`src/rtl/fpcg_pkg.sv`:
```
// constants, register map and command codes for the flash command gate host
package fpcg_pkg;

    // timing
    localparam int CLK_NS   = 25;
    localparam int T_WP_NS  = 35;     // write enable low width
    localparam int T_WPH_NS = 20;     // data hold after write enable rise
    localparam int T_ACC_NS = 100;    // read access
    localparam int T_RP_NS  = 500;    // hardware reset pulse
    localparam int T_VID_NS = 4000;   // high voltage settle
    localparam int SYNC_CYC = 2;
    localparam logic [7:0] WP_CYC  = 8'((T_WP_NS + CLK_NS - 1) / CLK_NS);
    localparam logic [7:0] WPH_CYC = 8'((T_WPH_NS + CLK_NS - 1) / CLK_NS);
    localparam logic [7:0] ACC_CYC = 8'((T_ACC_NS + CLK_NS - 1) / CLK_NS + SYNC_CYC);
    localparam logic [7:0] RP_CYC  = 8'((T_RP_NS + CLK_NS - 1) / CLK_NS);
    localparam logic [7:0] VID_CYC = 8'((T_VID_NS + CLK_NS - 1) / CLK_NS);

    // widths and pin fields
    localparam int ADDR_W          = 24;
    localparam int DQ_W            = 16;
    localparam int BIT_ID_HV       = 10;
    localparam int BIT_PROTECT_SEL = 7;
    localparam int BIT_VERIFY_SEL  = 2;
    localparam int BIT_CODE_SEL    = 1;
    localparam int SECT_LSB        = 16;

    // register byte offsets
    localparam logic [7:0] REG_CTRL   = 8'h00;
    localparam logic [7:0] REG_ADDR   = 8'h04;
    localparam logic [7:0] REG_WDATA  = 8'h08;
    localparam logic [7:0] REG_RDATA  = 8'h0c;
    localparam logic [7:0] REG_STATUS = 8'h10;
    localparam logic [7:0] REG_MODE   = 8'h14;

    // register fields
    localparam int CTRL_GO_BIT    = 0;
    localparam int CTRL_OP_LSB    = 4;
    localparam int MODE_UNPROT    = 0;
    localparam int MODE_ERASE_CLR = 1;
    localparam int ST_BUSY        = 0;
    localparam int ST_DONE        = 1;
    localparam int ST_REFUSED     = 2;
    localparam int ST_SECURED     = 3;
    localparam int ST_ERASE       = 4;

    // operation codes
    localparam logic [3:0] OP_READ    = 4'h0;
    localparam logic [3:0] OP_WRITE   = 4'h1;
    localparam logic [3:0] OP_RESET   = 4'h2;
    localparam logic [3:0] OP_ENTER   = 4'h3;
    localparam logic [3:0] OP_EXIT    = 4'h4;
    localparam logic [3:0] OP_PROGRAM = 4'h5;
    localparam logic [3:0] OP_ID      = 4'h6;
    localparam logic [3:0] OP_VERIFY  = 4'h7;
    localparam logic [3:0] OP_HWRESET = 4'h8;
    localparam logic [3:0] OP_ERASE   = 4'h9;
    localparam logic [3:0] OP_SUSPEND = 4'ha;
    localparam logic [3:0] OP_RESUME  = 4'hb;

    // command addresses and data
    localparam logic [23:0] UNLOCK1_ADDR = 24'h000555;
    localparam logic [23:0] UNLOCK2_ADDR = 24'h0002aa;
    localparam logic [15:0] CMD_AA       = 16'h00aa;
    localparam logic [15:0] CMD_55       = 16'h0055;
    localparam logic [15:0] CMD_ENTER    = 16'h0088;
    localparam logic [15:0] CMD_AUTOSEL  = 16'h0090;
    localparam logic [15:0] CMD_EXIT     = 16'h0000;
    localparam logic [15:0] CMD_PROGRAM  = 16'h00a0;
    localparam logic [15:0] CMD_ERASE    = 16'h0080;
    localparam logic [15:0] CMD_SECT_ER  = 16'h0030;
    localparam logic [15:0] CMD_RESET    = 16'h00f0;
    localparam logic [15:0] CMD_SUSPEND  = 16'h00b0;
    localparam logic [15:0] CMD_RESUME   = 16'h0030;

endpackage

```
`src/rtl/fpcg_cycle.sv`:
```
// one asynchronous flash bus cycle, write or read, with pin timing
`timescale 1ns/1ps
`default_nettype none
module fpcg_cycle (
    // clock and reset
    input  wire logic        clock,
    input  wire logic        rst_n,
    // request
    input  wire logic        start,
    input  wire logic        is_write,
    input  wire logic [23:0] addr,
    input  wire logic [15:0] wdata,
    output logic             done,
    output logic [15:0]      rdata,
    // flash pins
    output logic [23:0]      flash_addr,
    output logic [15:0]      dq_o,
    output logic             dq_oe,
    input  wire logic [15:0] dq_i,
    output logic             chip_select_n,
    output logic             we_n,
    output logic             oe_n
);

    typedef enum logic [2:0] {C_IDLE, C_SETUP, C_PULSE, C_HOLD, C_READ} fpcg_cyc_e;

    fpcg_cyc_e   st_q;
    logic [7:0]  cnt_q;
    logic [15:0] dq_s1_q;
    logic [15:0] dq_s2_q;

    // two-stage synchroniser on the data bus
    always_ff @(posedge clock) begin
        dq_s1_q <= dq_i;
        dq_s2_q <= dq_s1_q;
    end

    // cycle sequencer; strobes idle high from reset so no stray command edge
    always_ff @(posedge clock) begin
        if (!rst_n) begin
            st_q          <= C_IDLE;
            cnt_q         <= 8'h00;
            done          <= 1'b0;
            rdata         <= 16'h0000;
            flash_addr    <= 24'h000000;
            dq_o          <= 16'h0000;
            dq_oe         <= 1'b0;
            chip_select_n <= 1'b1;
            we_n          <= 1'b1;
            oe_n          <= 1'b1;
        end else begin
            done <= 1'b0;
            case (st_q)
                C_IDLE: begin
                    if (start) begin
                        flash_addr    <= addr;          // set with chip select, before write enable falls
                        chip_select_n <= 1'b0;
                        if (is_write) begin
                            dq_o  <= wdata;
                            dq_oe <= 1'b1;
                            oe_n  <= 1'b1;              // output enable high for write
                            st_q  <= C_SETUP;
                        end else begin
                            oe_n  <= 1'b0;
                            cnt_q <= fpcg_pkg::ACC_CYC;
                            st_q  <= C_READ;
                        end
                    end
                end
                C_SETUP: begin
                    we_n  <= 1'b0;                      // later falling edge is write enable
                    cnt_q <= fpcg_pkg::WP_CYC;          // pulse well above glitch width
                    st_q  <= C_PULSE;
                end
                C_PULSE: begin
                    if (cnt_q <= 8'h01) begin
                        we_n  <= 1'b1;                  // earliest rise latches data
                        cnt_q <= fpcg_pkg::WPH_CYC;
                        st_q  <= C_HOLD;
                    end else begin
                        cnt_q <= cnt_q - 8'h01;
                    end
                end
                C_HOLD: begin
                    if (cnt_q <= 8'h01) begin
                        chip_select_n <= 1'b1;
                        dq_oe         <= 1'b0;
                        done          <= 1'b1;
                        st_q          <= C_IDLE;
                    end else begin
                        cnt_q <= cnt_q - 8'h01;
                    end
                end
                C_READ: begin
                    if (cnt_q <= 8'h01) begin
                        rdata         <= dq_s2_q;
                        chip_select_n <= 1'b1;
                        oe_n          <= 1'b1;
                        done          <= 1'b1;
                        st_q          <= C_IDLE;
                    end else begin
                        cnt_q <= cnt_q - 8'h01;
                    end
                end
                default: st_q <= C_IDLE;
            endcase
        end
    end

endmodule
`default_nettype wire

```
`src/rtl/fpcg_host.sv`:
```
// apb-controlled host that drives flash protect, id and secured-region sequences
`timescale 1ns/1ps
`default_nettype none
module fpcg_host (
    // clock and reset
    input  wire logic        clock,
    input  wire logic        rst_n,
    // apb slave
    input  wire logic        psel,
    input  wire logic        penable,
    input  wire logic        pwrite,
    input  wire logic [7:0]  paddr,
    input  wire logic [31:0] pwdata,
    output logic [31:0]      prdata,
    output logic             pready,
    output logic             pslverr,
    // flash bus
    output logic [23:0]      flash_addr,
    output logic [15:0]      dq_o,
    output logic             dq_oe,
    input  wire logic [15:0] dq_i,
    output logic             chip_select_n,
    output logic             we_n,
    output logic             oe_n,
    // flash reset and high-voltage controls
    output logic             reset_out_n,
    output logic             reset_vid_en,
    output logic             id_vid_en
);

    typedef enum logic [2:0] {S_IDLE, S_SETTLE, S_ISSUE, S_WAIT, S_RSTPULSE} fpcg_state_e;

    fpcg_state_e st_q;
    logic [3:0]  op_q;
    logic [2:0]  step_q;
    logic [7:0]  cnt_q;
    logic [23:0] addr_q;
    logic [15:0] wdata_q;
    logic [15:0] rdata_q;
    logic        done_q;
    logic        refused_q;
    logic        secured_q;
    logic        erase_q;
    logic        unprot_q;
    logic        cyc_done;
    logic [15:0] cyc_rdata;
    logic        cyc_write;
    logic [23:0] cyc_addr;
    logic [15:0] cyc_data;
    logic        wr_en;
    logic        go;
    logic [3:0]  go_op;
    logic        busy;
    logic        addr_ok;

    // number of bus cycles in each operation except the hardware reset, which issues none
    function automatic logic [2:0] seq_len(input logic [3:0] op);
        case (op)
            fpcg_pkg::OP_ENTER:   seq_len = 3'd3;
            fpcg_pkg::OP_EXIT,
            fpcg_pkg::OP_PROGRAM: seq_len = 3'd4;
            fpcg_pkg::OP_ERASE:   seq_len = 3'd6;
            default:              seq_len = 3'd1;
        endcase
    endfunction

    // operations that are reads rather than command writes
    function automatic logic is_read_op(input logic [3:0] op);
        is_read_op = (op == fpcg_pkg::OP_READ) || (op == fpcg_pkg::OP_ID) || (op == fpcg_pkg::OP_VERIFY);
    endfunction

    assign busy    = (st_q != S_IDLE);
    assign wr_en   = psel && penable && pwrite;
    assign go      = wr_en && (paddr == fpcg_pkg::REG_CTRL) && pwdata[fpcg_pkg::CTRL_GO_BIT];
    assign go_op   = pwdata[fpcg_pkg::CTRL_OP_LSB +: 4];
    assign addr_ok = (paddr == fpcg_pkg::REG_CTRL) || (paddr == fpcg_pkg::REG_ADDR)
                  || (paddr == fpcg_pkg::REG_WDATA) || (paddr == fpcg_pkg::REG_RDATA)
                  || (paddr == fpcg_pkg::REG_STATUS) || (paddr == fpcg_pkg::REG_MODE);
    assign pready  = psel && penable;
    assign pslverr = psel && penable && !addr_ok;

    // address and data of the current bus cycle
    always_comb begin
        cyc_write = !is_read_op(op_q);
        cyc_addr  = addr_q;
        cyc_data  = wdata_q;
        if (step_q == 3'd0 && seq_len(op_q) > 3'd1) begin
            cyc_addr = fpcg_pkg::UNLOCK1_ADDR;
            cyc_data = fpcg_pkg::CMD_AA;
        end else if (step_q == 3'd1 || step_q == 3'd4) begin
            cyc_addr = fpcg_pkg::UNLOCK2_ADDR;
            cyc_data = fpcg_pkg::CMD_55;
        end else if (step_q == 3'd3 && op_q == fpcg_pkg::OP_ERASE) begin
            cyc_addr = fpcg_pkg::UNLOCK1_ADDR;
            cyc_data = fpcg_pkg::CMD_AA;
        end
        case (op_q)
            fpcg_pkg::OP_ENTER: begin
                if (step_q == 3'd2) begin
                    cyc_addr = fpcg_pkg::UNLOCK1_ADDR;
                    cyc_data = fpcg_pkg::CMD_ENTER;
                end
            end
            fpcg_pkg::OP_EXIT: begin
                if (step_q == 3'd2) begin
                    cyc_addr = fpcg_pkg::UNLOCK1_ADDR;
                    cyc_data = fpcg_pkg::CMD_AUTOSEL;
                end else if (step_q == 3'd3) begin
                    cyc_data = fpcg_pkg::CMD_EXIT;        // any address
                end
            end
            fpcg_pkg::OP_PROGRAM: begin
                if (step_q == 3'd2) begin
                    cyc_addr = fpcg_pkg::UNLOCK1_ADDR;
                    cyc_data = fpcg_pkg::CMD_PROGRAM;
                end
            end
            fpcg_pkg::OP_ERASE: begin
                if (step_q == 3'd2) begin
                    cyc_addr = fpcg_pkg::UNLOCK1_ADDR;
                    cyc_data = fpcg_pkg::CMD_ERASE;
                end else if (step_q == 3'd5) begin
                    cyc_data = fpcg_pkg::CMD_SECT_ER;     // sector on upper bits
                end
            end
            fpcg_pkg::OP_RESET:   cyc_data = fpcg_pkg::CMD_RESET;
            fpcg_pkg::OP_SUSPEND: cyc_data = fpcg_pkg::CMD_SUSPEND;
            fpcg_pkg::OP_RESUME:  cyc_data = fpcg_pkg::CMD_RESUME;
            fpcg_pkg::OP_ID: begin
                cyc_addr[fpcg_pkg::BIT_ID_HV]       = 1'b1;
                cyc_addr[fpcg_pkg::BIT_PROTECT_SEL] = 1'b0;
                cyc_addr[fpcg_pkg::BIT_VERIFY_SEL]  = 1'b0;         // bit 1 from software
            end
            fpcg_pkg::OP_VERIFY: begin
                cyc_addr[fpcg_pkg::BIT_ID_HV]       = 1'b1;
                cyc_addr[fpcg_pkg::BIT_PROTECT_SEL] = 1'b0;
                cyc_addr[fpcg_pkg::BIT_CODE_SEL]    = 1'b0;
                cyc_addr[fpcg_pkg::BIT_VERIFY_SEL]  = 1'b1;         // read keeps we high
            end
            default: ;
        endcase
    end

    // operation sequencer
    always_ff @(posedge clock) begin
        if (!rst_n) begin
            st_q        <= S_IDLE;
            op_q        <= fpcg_pkg::OP_READ;
            step_q      <= 3'd0;
            cnt_q       <= 8'h00;
            id_vid_en   <= 1'b0;
            reset_out_n <= 1'b1;
        end else begin
            case (st_q)
                S_IDLE: begin
                    step_q <= 3'd0;
                    if (go && !((go_op == fpcg_pkg::OP_SUSPEND || go_op == fpcg_pkg::OP_RESUME) && !erase_q)
                        && go_op <= fpcg_pkg::OP_RESUME) begin
                        op_q <= go_op;
                        if (go_op == fpcg_pkg::OP_ID || go_op == fpcg_pkg::OP_VERIFY) begin
                            id_vid_en <= 1'b1;
                            cnt_q     <= fpcg_pkg::VID_CYC;
                            st_q      <= S_SETTLE;
                        end else if (go_op == fpcg_pkg::OP_HWRESET) begin
                            reset_out_n <= 1'b0;
                            cnt_q       <= fpcg_pkg::RP_CYC;
                            st_q        <= S_RSTPULSE;
                        end else begin
                            st_q <= S_ISSUE;
                        end
                    end
                end
                S_SETTLE: begin
                    if (cnt_q <= 8'h01) begin
                        st_q <= S_ISSUE;
                    end else begin
                        cnt_q <= cnt_q - 8'h01;
                    end
                end
                S_ISSUE: st_q <= S_WAIT;
                S_WAIT: begin
                    if (cyc_done) begin
                        if (step_q == seq_len(op_q) - 3'd1) begin
                            id_vid_en <= 1'b0;
                            st_q      <= S_IDLE;
                        end else begin
                            step_q <= step_q + 3'd1;                  // whole sequence back to back
                            st_q   <= S_ISSUE;
                        end
                    end
                end
                S_RSTPULSE: begin
                    if (cnt_q <= 8'h01) begin
                        reset_out_n <= 1'b1;
                        st_q        <= S_IDLE;
                    end else begin
                        cnt_q <= cnt_q - 8'h01;
                    end
                end
                default: st_q <= S_IDLE;
            endcase
        end
    end

    // status flags; a set from the sequencer wins over software clear
    always_ff @(posedge clock) begin
        if (!rst_n) begin
            done_q    <= 1'b0;
            refused_q <= 1'b0;
            secured_q <= 1'b0;
            erase_q   <= 1'b0;
            rdata_q   <= 16'h0000;
        end else begin
            if (go) begin
                done_q    <= 1'b0;
                refused_q <= busy || go_op > fpcg_pkg::OP_RESUME
                          || ((go_op == fpcg_pkg::OP_SUSPEND || go_op == fpcg_pkg::OP_RESUME) && !erase_q);
            end
            if (wr_en && paddr == fpcg_pkg::REG_MODE && pwdata[fpcg_pkg::MODE_ERASE_CLR]) begin
                erase_q <= 1'b0;
            end
            if (st_q == S_WAIT && cyc_done && step_q == seq_len(op_q) - 3'd1) begin
                done_q <= 1'b1;
                if (!cyc_write) begin
                    rdata_q <= cyc_rdata;
                end
                if (op_q == fpcg_pkg::OP_ENTER) secured_q <= 1'b1;
                if (op_q == fpcg_pkg::OP_EXIT) secured_q <= 1'b0;
                if (op_q == fpcg_pkg::OP_ERASE) erase_q <= 1'b1;
                if (op_q == fpcg_pkg::OP_RESET) erase_q <= 1'b0;
            end
            if (st_q == S_RSTPULSE && cnt_q <= 8'h01) begin
                done_q    <= 1'b1;
                secured_q <= 1'b0;
                erase_q   <= 1'b0;
            end
        end
    end

    // software registers and reset high-voltage level
    always_ff @(posedge clock) begin
        if (!rst_n) begin
            addr_q   <= 24'h000000;
            wdata_q  <= 16'h0000;
            unprot_q <= 1'b0;
        end else if (wr_en && !busy) begin
            if (paddr == fpcg_pkg::REG_ADDR) addr_q <= pwdata[23:0];
            if (paddr == fpcg_pkg::REG_WDATA) wdata_q <= pwdata[15:0];
            if (paddr == fpcg_pkg::REG_MODE) unprot_q <= pwdata[fpcg_pkg::MODE_UNPROT];
        end
    end

    assign reset_vid_en = unprot_q;    // held high: temporary unprotect

    // read data registered in the setup phase
    always_ff @(posedge clock) begin
        if (!rst_n) begin
            prdata <= 32'h00000000;
        end else if (psel && !penable) begin
            case (paddr)
                fpcg_pkg::REG_CTRL:   prdata <= {24'h000000, op_q, 4'h0};
                fpcg_pkg::REG_ADDR:   prdata <= {8'h00, addr_q};
                fpcg_pkg::REG_WDATA:  prdata <= {16'h0000, wdata_q};
                fpcg_pkg::REG_RDATA:  prdata <= {16'h0000, rdata_q};
                fpcg_pkg::REG_STATUS: prdata <= {27'h0000000, erase_q, secured_q, refused_q, done_q, busy};
                fpcg_pkg::REG_MODE:   prdata <= {31'h00000000, unprot_q};
                default:              prdata <= 32'h00000000;
            endcase
        end
    end

    // bus cycle engine
    fpcg_cycle u_cycle (
        .clock         (clock),
        .rst_n         (rst_n),
        .start         (st_q == S_ISSUE),
        .is_write      (cyc_write),
        .addr          (cyc_addr),
        .wdata         (cyc_data),
        .done          (cyc_done),
        .rdata         (cyc_rdata),
        .flash_addr    (flash_addr),
        .dq_o          (dq_o),
        .dq_oe         (dq_oe),
        .dq_i          (dq_i),
        .chip_select_n (chip_select_n),
        .we_n          (we_n),
        .oe_n          (oe_n)
    );

endmodule
`default_nettype wire

```
`config.mk`:
```
export PLATFORM = sky130hd
export DESIGN_NAME = fpcg_host
export DESIGN_NICKNAME = d
export VERILOG_FILES = /design/src/rtl/fpcg_pkg.sv /design/src/rtl/fpcg_cycle.sv /design/src/rtl/fpcg_host.sv
export SDC_FILE = /design/constraint.sdc
export NUM_CORES = 1
export LEC_CHECK = 0
export BUFFER_PORTS_ARGS = -buffer_cell sky130_fd_sc_hd__buf_4
export CORE_MARGIN = 4
export CORE_UTILIZATION = 57
export CTS_CLUSTER_DIAMETER = 50
export DETAILED_ROUTE_END_ITERATION = 8
export GPL_ROUTABILITY_DRIVEN = 0
export PLACE_DENSITY = 0.79
export REMOVE_ABC_BUFFERS = 1
export SKIP_LAST_GASP = 1
export SLEW_MARGIN = 20
export SYNTH_ARGS = -nofsm -noshare
export SYNTH_HDL_FRONTEND = slang
export SYNTH_SLANG_ARGS = --single-unit
```
`constraint.sdc`:
```
create_clock -name clock -period 3 [get_ports clock]
set_input_delay 0.6 -clock clock [delete_from_list [all_inputs] [get_ports clock]]
set_output_delay 0.6 -clock clock [all_outputs]
set_load 0.05 [all_outputs]
```
==> results of run 1 <==
-- area by class of cell --
| type | instances | share of cell area [%] |
|---|---|---|
| Clock inverter | 10 | 1.362 |
| Clock buffer | 29 | 5.746 |
| Sequential cell | 209 | 38.28 |
| Timing Repair Buffer | 170 | 11.79 |
| Tap cell | 211 | 2.415 |
| Inverter | 14 | 0.4808 |
| Multi-Input combinational cell | 737 | 39.93 |
-- state kept, by name (all words and copies together) (netlist names), 3 cells and up --
register            count
wdata_q                16
prdata                 24
u_cycle.dq_s2_q        16
step_q                  3
u_cycle.rdata          16
cnt_q                   8
addr_q                 24
st_q                    3
u_cycle.dq_s1_q        16
rdata_q                16
u_cycle.dq_o           16
u_cycle.cnt_q           8
u_cycle.flash_addr     24
op_q                    4
u_cycle.st_q            3
-- per-layer routing --
layer / GRT usage, % / vias up / routed length [um]
li1: - / 3982 / -
met1: 36.58 / 3900 / 10530
met2: 42.47 / 375 / 11130
met3: 4.343 / 51 / 2105
met4: 8.000 / 0 / 558
met5: 0 / - / 0
-- where the power goes --
group	total [uW]	internal (uW)	switching (uW)
registers	2860	2820	38.8
clock network	2870	1750	1120
logic	472	166	305
total	6200	4740	1460
-- cells in the final DEF, fill, tap and decap left out, types with 4 or more instances in the layout --
| cell type | count |
|---|---|
| and3_1 | 5 |
| o211ai_1 | 8 |
| nand4_1 | 25 |
| buf_4 | 169 |
| a221oi_1 | 6 |
| clkbuf_16 | 23 |
| a21oi_1 | 115 |
| a21o_1 | 10 |
| a22o_1 | 22 |
| conb_1 | 8 |
| or3_1 | 5 |
| a22oi_1 | 15 |
| nor2b_1 | 13 |
| dfxtp_1 | 209 |
| o31ai_1 | 22 |
| nor3b_1 | 6 |
| nand2b_1 | 15 |
| a32o_1 | 4 |
| o21ai_0 | 30 |
| a31oi_1 | 8 |
| mux2i_1 | 15 |
| a211oi_1 | 4 |
| nand3_1 | 37 |
| mux2_2 | 11 |
| or4_1 | 6 |
| or2_1 | 4 |
| inv_1 | 13 |
| nor4_1 | 7 |
| nor2_1 | 42 |
| o21ai_1 | 21 |
| nand2_1 | 176 |
| ha_1 | 10 |
| nor3_1 | 13 |
-- cells by family (layout without fill, tap and decap cells) --
group	after synthesis	count (layout)	synth area share [%]
and+or+nand+nor	382	382	21.28
AOI/OAI and AO/OA	308	308	22.33
DFF	209	209	46.80
buffers and inverters	100	223	4.786
muxes	26	26	3.065
adders and majority gates	10	10	1.399
xor gates and xnor gates	3	3	0.2939
other	1	8	0.04194
-- stage by stage --
step           setup TNS, ns  power [uW]  instances  hold slack (ns)  utilization (%)
2_1_floorplan         -4.377        3185        960           0.3096                -
3_3_place_gp               0        3377       1341           0.3098            66.54
3_5_place_dp               0        3385       1341           0.3132            66.54
4_1_cts                    0        6229       1380           0.1673            71.64
5_1_grt                    0        6411       1380           0.1620            71.64
6_report                   0        6203       1380           0.1813            71.64
-- critical path, stage by stage --
cell	delay, ns
buf_4	0.10
or4_1	0.69
buf_4	0.23
nor2_2	0.13
a21oi_1	0.13
buf_4	0.21
-- worst max-delay path by stage --
stage / start / endpoint / slack (ns) / depth (start not counted)
detailed placement: paddr[1] / cnt_q[7]$_SDFFE_PN0P_ / 0.18 / 6
CTS: paddr[1] / pslverr / 0.32 / 6
floorplan: paddr[1] / wdata_q[0]$_SDFFE_PN0P_ / -0.27 / 5
global route: op_q[3]$_SDFFE_PN0P_ / erase_q$_SDFF_PP0_ / 0.17 / 9
finish: paddr[1] / pslverr / 0.30 / 6
global placement: paddr[1] / cnt_q[4]$_SDFFE_PN0P_ / 0.27 / 6
==> flow_summary.toml, run 1 <==
[cells_and_area]
seq_area_um2 = 4184
nFillCells = 1205
design_area_um2 = 10930
drive_gt1_share_pct = 20.10
layout.nets = 1226
layout-area-overhead-vs-synth_pct = 22.25
multi_input_comb_area_um2 = 4364
antenna_cells = 0

[logic_synthesis]
synth-edff-count = 0
synth_area_per_cell_um2 = 8.605
yosysMostFrequentCell = "dfxtp_1"
syn-cell-area_um2 = 8941
synth_seq_area_share_pct = 46.80
ys_async_sr_fraction_pct = 0
synth_top_area_share_pct = 46.80
synth.distinct_cells = 83
synth_flop_cell = "dfxtp_1"
synthTopCellsByCount = "209 x dfxtp_1, 176 x nand2_1, 115 x a21oi_1"
synth_area_leaders = "dfxtp_1 47%, nand2_1 7.4%, a21oi_1 6.4%, clkbuf_1 2.4%, a22o_1 2.2%"
ys.warnings.count = 0
synth_top_area_cell = "dfxtp_1"
ys_ff_latch = 209
synth_cells = 1039

[min_path]
min_path_type = "input pin to register"
worstHoldEndpoint = "u_cycle.dq_s1_q[1]$_DFF_P_"
hold_start = "dq_i[1]"
min_path_cells = 1

[placement]
port_buffers = 125
placed_area_um2 = 10150
pre_cts_slack_ns = 0.1829
dp_hpwl_um = 17210

[drt]
vias = 8308
dr.pass1.iters = 7
drc = 0
vias_per_cell = 6.020
routedWlPerCell_um = 17.63
antenna_left = 0
drt_iter0_drc = 956
wl_um = 24330

[floorplan]
die_w_um = 133.2
io_pins = 142
rows = 45
dieArea_um2 = 17750
initial_utilization_pct = 58.60
core-area_um2 = 15260
die_y_um = 133.2

[timing]
timing.final.crit_share_pct = 90.00
final_max_slew_viol_count = 0
finalSetupViolations = 0
finalHoldViolCount = 0
max_slew.worst_pin.slew_ns = 0.8927
rsz0062_at_grt = "no"
finalWorstSetupSlack_ns = 0.2999
finalCriticalPeriod_ns = 2.700
fmax_mhz = 370.4
fin_worst_skew_ns = 0.02167
slew_headroom_pct = 40.27

[global_routing]
grt_max_degree = 49
grt_first_pass_wirelength_um = 39340
grt_util_all_layers_pct = 26.36
antenna_found_initial = 0
grt-ovfl-total = 0
grt_pass1_vias = 7829

[power_and_ir_drop]
power.density_nw_per_um2 = 567.5
p_leak_uw = 0.004227
peakVddDrop_mv = 0.5486

[clock_tree]
htreeDepth = 1
cts_tree = "built"
cts_setup_buffers = 0
cts.sinks = 209
clk_latency_ns = 0.52
clkTransAtPathRegs_ns = 0.06
cts_hold_buffers = 0
cts_made_buffers = 23
clock_path_buffers = 3
post_cts_resized = 0
cts-root-buf = "clkbuf_16"

[worst_setup_path]
start_kind = "input pin"
r2r_cells = 9
endpoint_kind = "output port"
critPathKind = "input pin to output port"
r2r_slack_ns = 0.33
required_ns = 2.40
r2r_end = "secured_q$_SDFFE_PP0P_"
worstPathMaxFanout = 5
r2r-start = "op_q[3]$_SDFFE_PN0P_"
critPathArrivalTime_ns = 2.10

[run]
cap_violations = 0

[status]
status = "finished clean"
(Power assumes the default switching activity.)
==> run 2, diff against run 1 <==
- CORE_ASPECT_RATIO: default -> 1.25
- PLACE_DENSITY: 0.79 -> 0.9
==> run 2 against run 1 <==
Net effect: worst hold slack improved by 0.012 ns; wire length increased by 2.7%; critical path depth increased by 2; maximum frequency decreased by 0.72%; largest power group is now registers; clock power decreased by 6%; sequential power about the same; critical endpoint is now secured_q$_SDFFE_PP0P_; clock skew increased by 0.0012 ns; clock-buffer cell count decreased by 5; core utilization decreased by 0.42 points.
==> flow_summary.toml, run 2 (same netlist as run 1, synthesis figures left out) <==
[power_and_ir_drop]
peakVddDrop_mv = 0.5176
sw_frac_of_total_pct = 23.92
p_switching_uw = 1443
p_leak_uw = 0.004180
power_frac_seq_pct = 47.5
intPower_uw = 4588
p_comb_share_pct = 7.7
power.density_nw_per_um2 = 557.1
p_clk_share_pct = 44.9

[timing]
finalWorstSetupSlack_ns = 0.2804
slew_headroom_pct = 20.17
finalSetupViolations = 0
fmax_mhz = 367.7
timing.final.crit_share_pct = 90.65
rsz0062_at_grt = "no"
finalCriticalPeriod_ns = 2.720
hold_slack_ns = 0.1938
fin_worst_skew_ns = 0.02287
finalHoldViolCount = 0
final_max_slew_viol_count = 0
max_slew.worst_pin.slew_ns = 1.193

[worst_setup_path]
start_kind = "register"
endpoint_kind = "register"
critPathArrivalTime_ns = 3.07
cpLargestDelayFamily = "simple AND/OR/NAND/NOR gates"
crit_chain = "and4bb_2 > nor2_1 > ha_1 > xor2_1 > or2_1 > mux2_2 > nor3_1 > a211oi_1"
required_ns = 3.35
path_buf_inv = 0
worstPathMaxFanout = 18
worst_path_max_delay_cell = "dfxtp_1"
critPathKind = "register to register"
slowest_delay_ns = 0.54

[clock_tree]
clkTransAtPathRegs_ns = 0.06
post_cts_resized = 0
cts_tree = "built"
cts_made_buffers = 21
clk_latency_ns = 0.51
cts.sinks = 209
cts-root-buf = "clkbuf_16"
htreeDepth = 1
cts_setup_buffers = 0
clock_path_buffers = 3
cts_hold_buffers = 0

[floorplan]
io_pins = 142
initial_utilization_pct = 58.81
rows = 50
dieArea_um2 = 17770
core-area_um2 = 15200
die_y_um = 148.0
die_w_um = 120.0

[drt]
vias = 8512
routedWlPerCell_um = 18.23
wl_um = 24990
drt_iter0_drc = 821
drc = 0
antenna_left = 0
vias_per_cell = 6.209
dr.pass1.iters = 9

[run]
cap_violations = 0

[cells_and_area]
nFillCells = 1086
final_cell_mix = "209 x dfxtp_1, 176 x nand2_1, 164 x buf_4"
layout.nets = 1219
layout_commonest_cell = "dfxtp_1"
layout-area-overhead-vs-synth_pct = 21.09
antenna_cells = 0
largestRegisters = "addr_q x24, prdata x24, u_cycle.flash_addr x24"
drive_gt1_share_pct = 19.86

[global_routing]
grt_max_degree = 55
grt_pass1_vias = 8297
grt-ovfl-total = 0
antenna_found_initial = 0
grt_first_pass_wirelength_um = 40900
grt_util_all_layers_pct = 27.50

[status]
status = "finished clean"

[placement]
pre_cts_slack_ns = 0.1830
dp_hpwl_um = 17270
port_buffers = 125

[min_path]
min_path_type = "input pin to register"
run 2: cell types whose count changed in the layout (fill, tap and decap cells not counted), sizes merged:
cell / change
buf: -5
clkbuf: -5
clkinv: +4
run 2: path summary, 6_finish.rpt:
path / slack (ns) / start / cells past startpoint / to
worst min register to register: 0.32 / u_cycle.dq_s1_q[1]$_DFF_P_ / 0 / u_cycle.dq_s2_q[1]$_DFF_P_
worst min-delay path: 0.19 / dq_i[12] / 1 / u_cycle.dq_s1_q[12]$_DFF_P_
worst max register to register: 0.28 / op_q[3]$_SDFFE_PN0P_ / 8 / secured_q$_SDFFE_PP0P_
worst max-delay path: 0.28 / op_q[3]$_SDFFE_PN0P_ / 8 / secured_q$_SDFFE_PP0P_
run 2: through the flow:
stage	power (uW)	area, um2	utilization [%]	setup TNS (ns)	cells
finish	6031	10830	71.22	0	1371
detailed placement	3376	10110	66.52	0	1333
global route	6224	10830	71.22	0	1371
CTS	6039	10830	71.22	0	1371
global placement	3365	10110	66.52	0	1333
floorplan	3185	8592	-	-4.377	960
run 2: power by group through the flow:
stage,combinational (uW),clock [uW],sequential (uW)
finish,462,2710,2860
global route,501,2850,2870
CTS,455,2720,2860
detailed placement,451,0,2920
global placement,443,0,2920
floorplan,267,0,2920
run 2: per-layer routing:
layer / global-route usage (%) / wire, um
met5: 0 / 0
met4: 14.73 / 1323
met3: 4.248 / 2075
met2: 46.98 / 12130
met1: 33.19 / 9461
run 2: worst register-to-register path, cell delays in order (launching register included):
cell      delay [ns]
dfxtp_1         0.54
and4bb_2        0.41
nor2_1          0.07
ha_1            0.20
xor2_1          0.17
or2_1           0.25
mux2_2          0.41
nor3_1          0.40
a211oi_1        0.13
run 2: cell type report:
cell class | count | area (um2) | share of cell area [%]
Clock inverter | 14 | 157.7 | 1.456
Clock buffer | 24 | 556.8 | 5.143
Sequential cell | 209 | 4184 | 38.65
Multi-Input combinational cell | 737 | 4364 | 40.31
Timing Repair Buffer | 165 | 1251 | 11.56
Tap cell | 208 | 260.3 | 2.404
Inverter | 14 | 52.55 | 0.4854
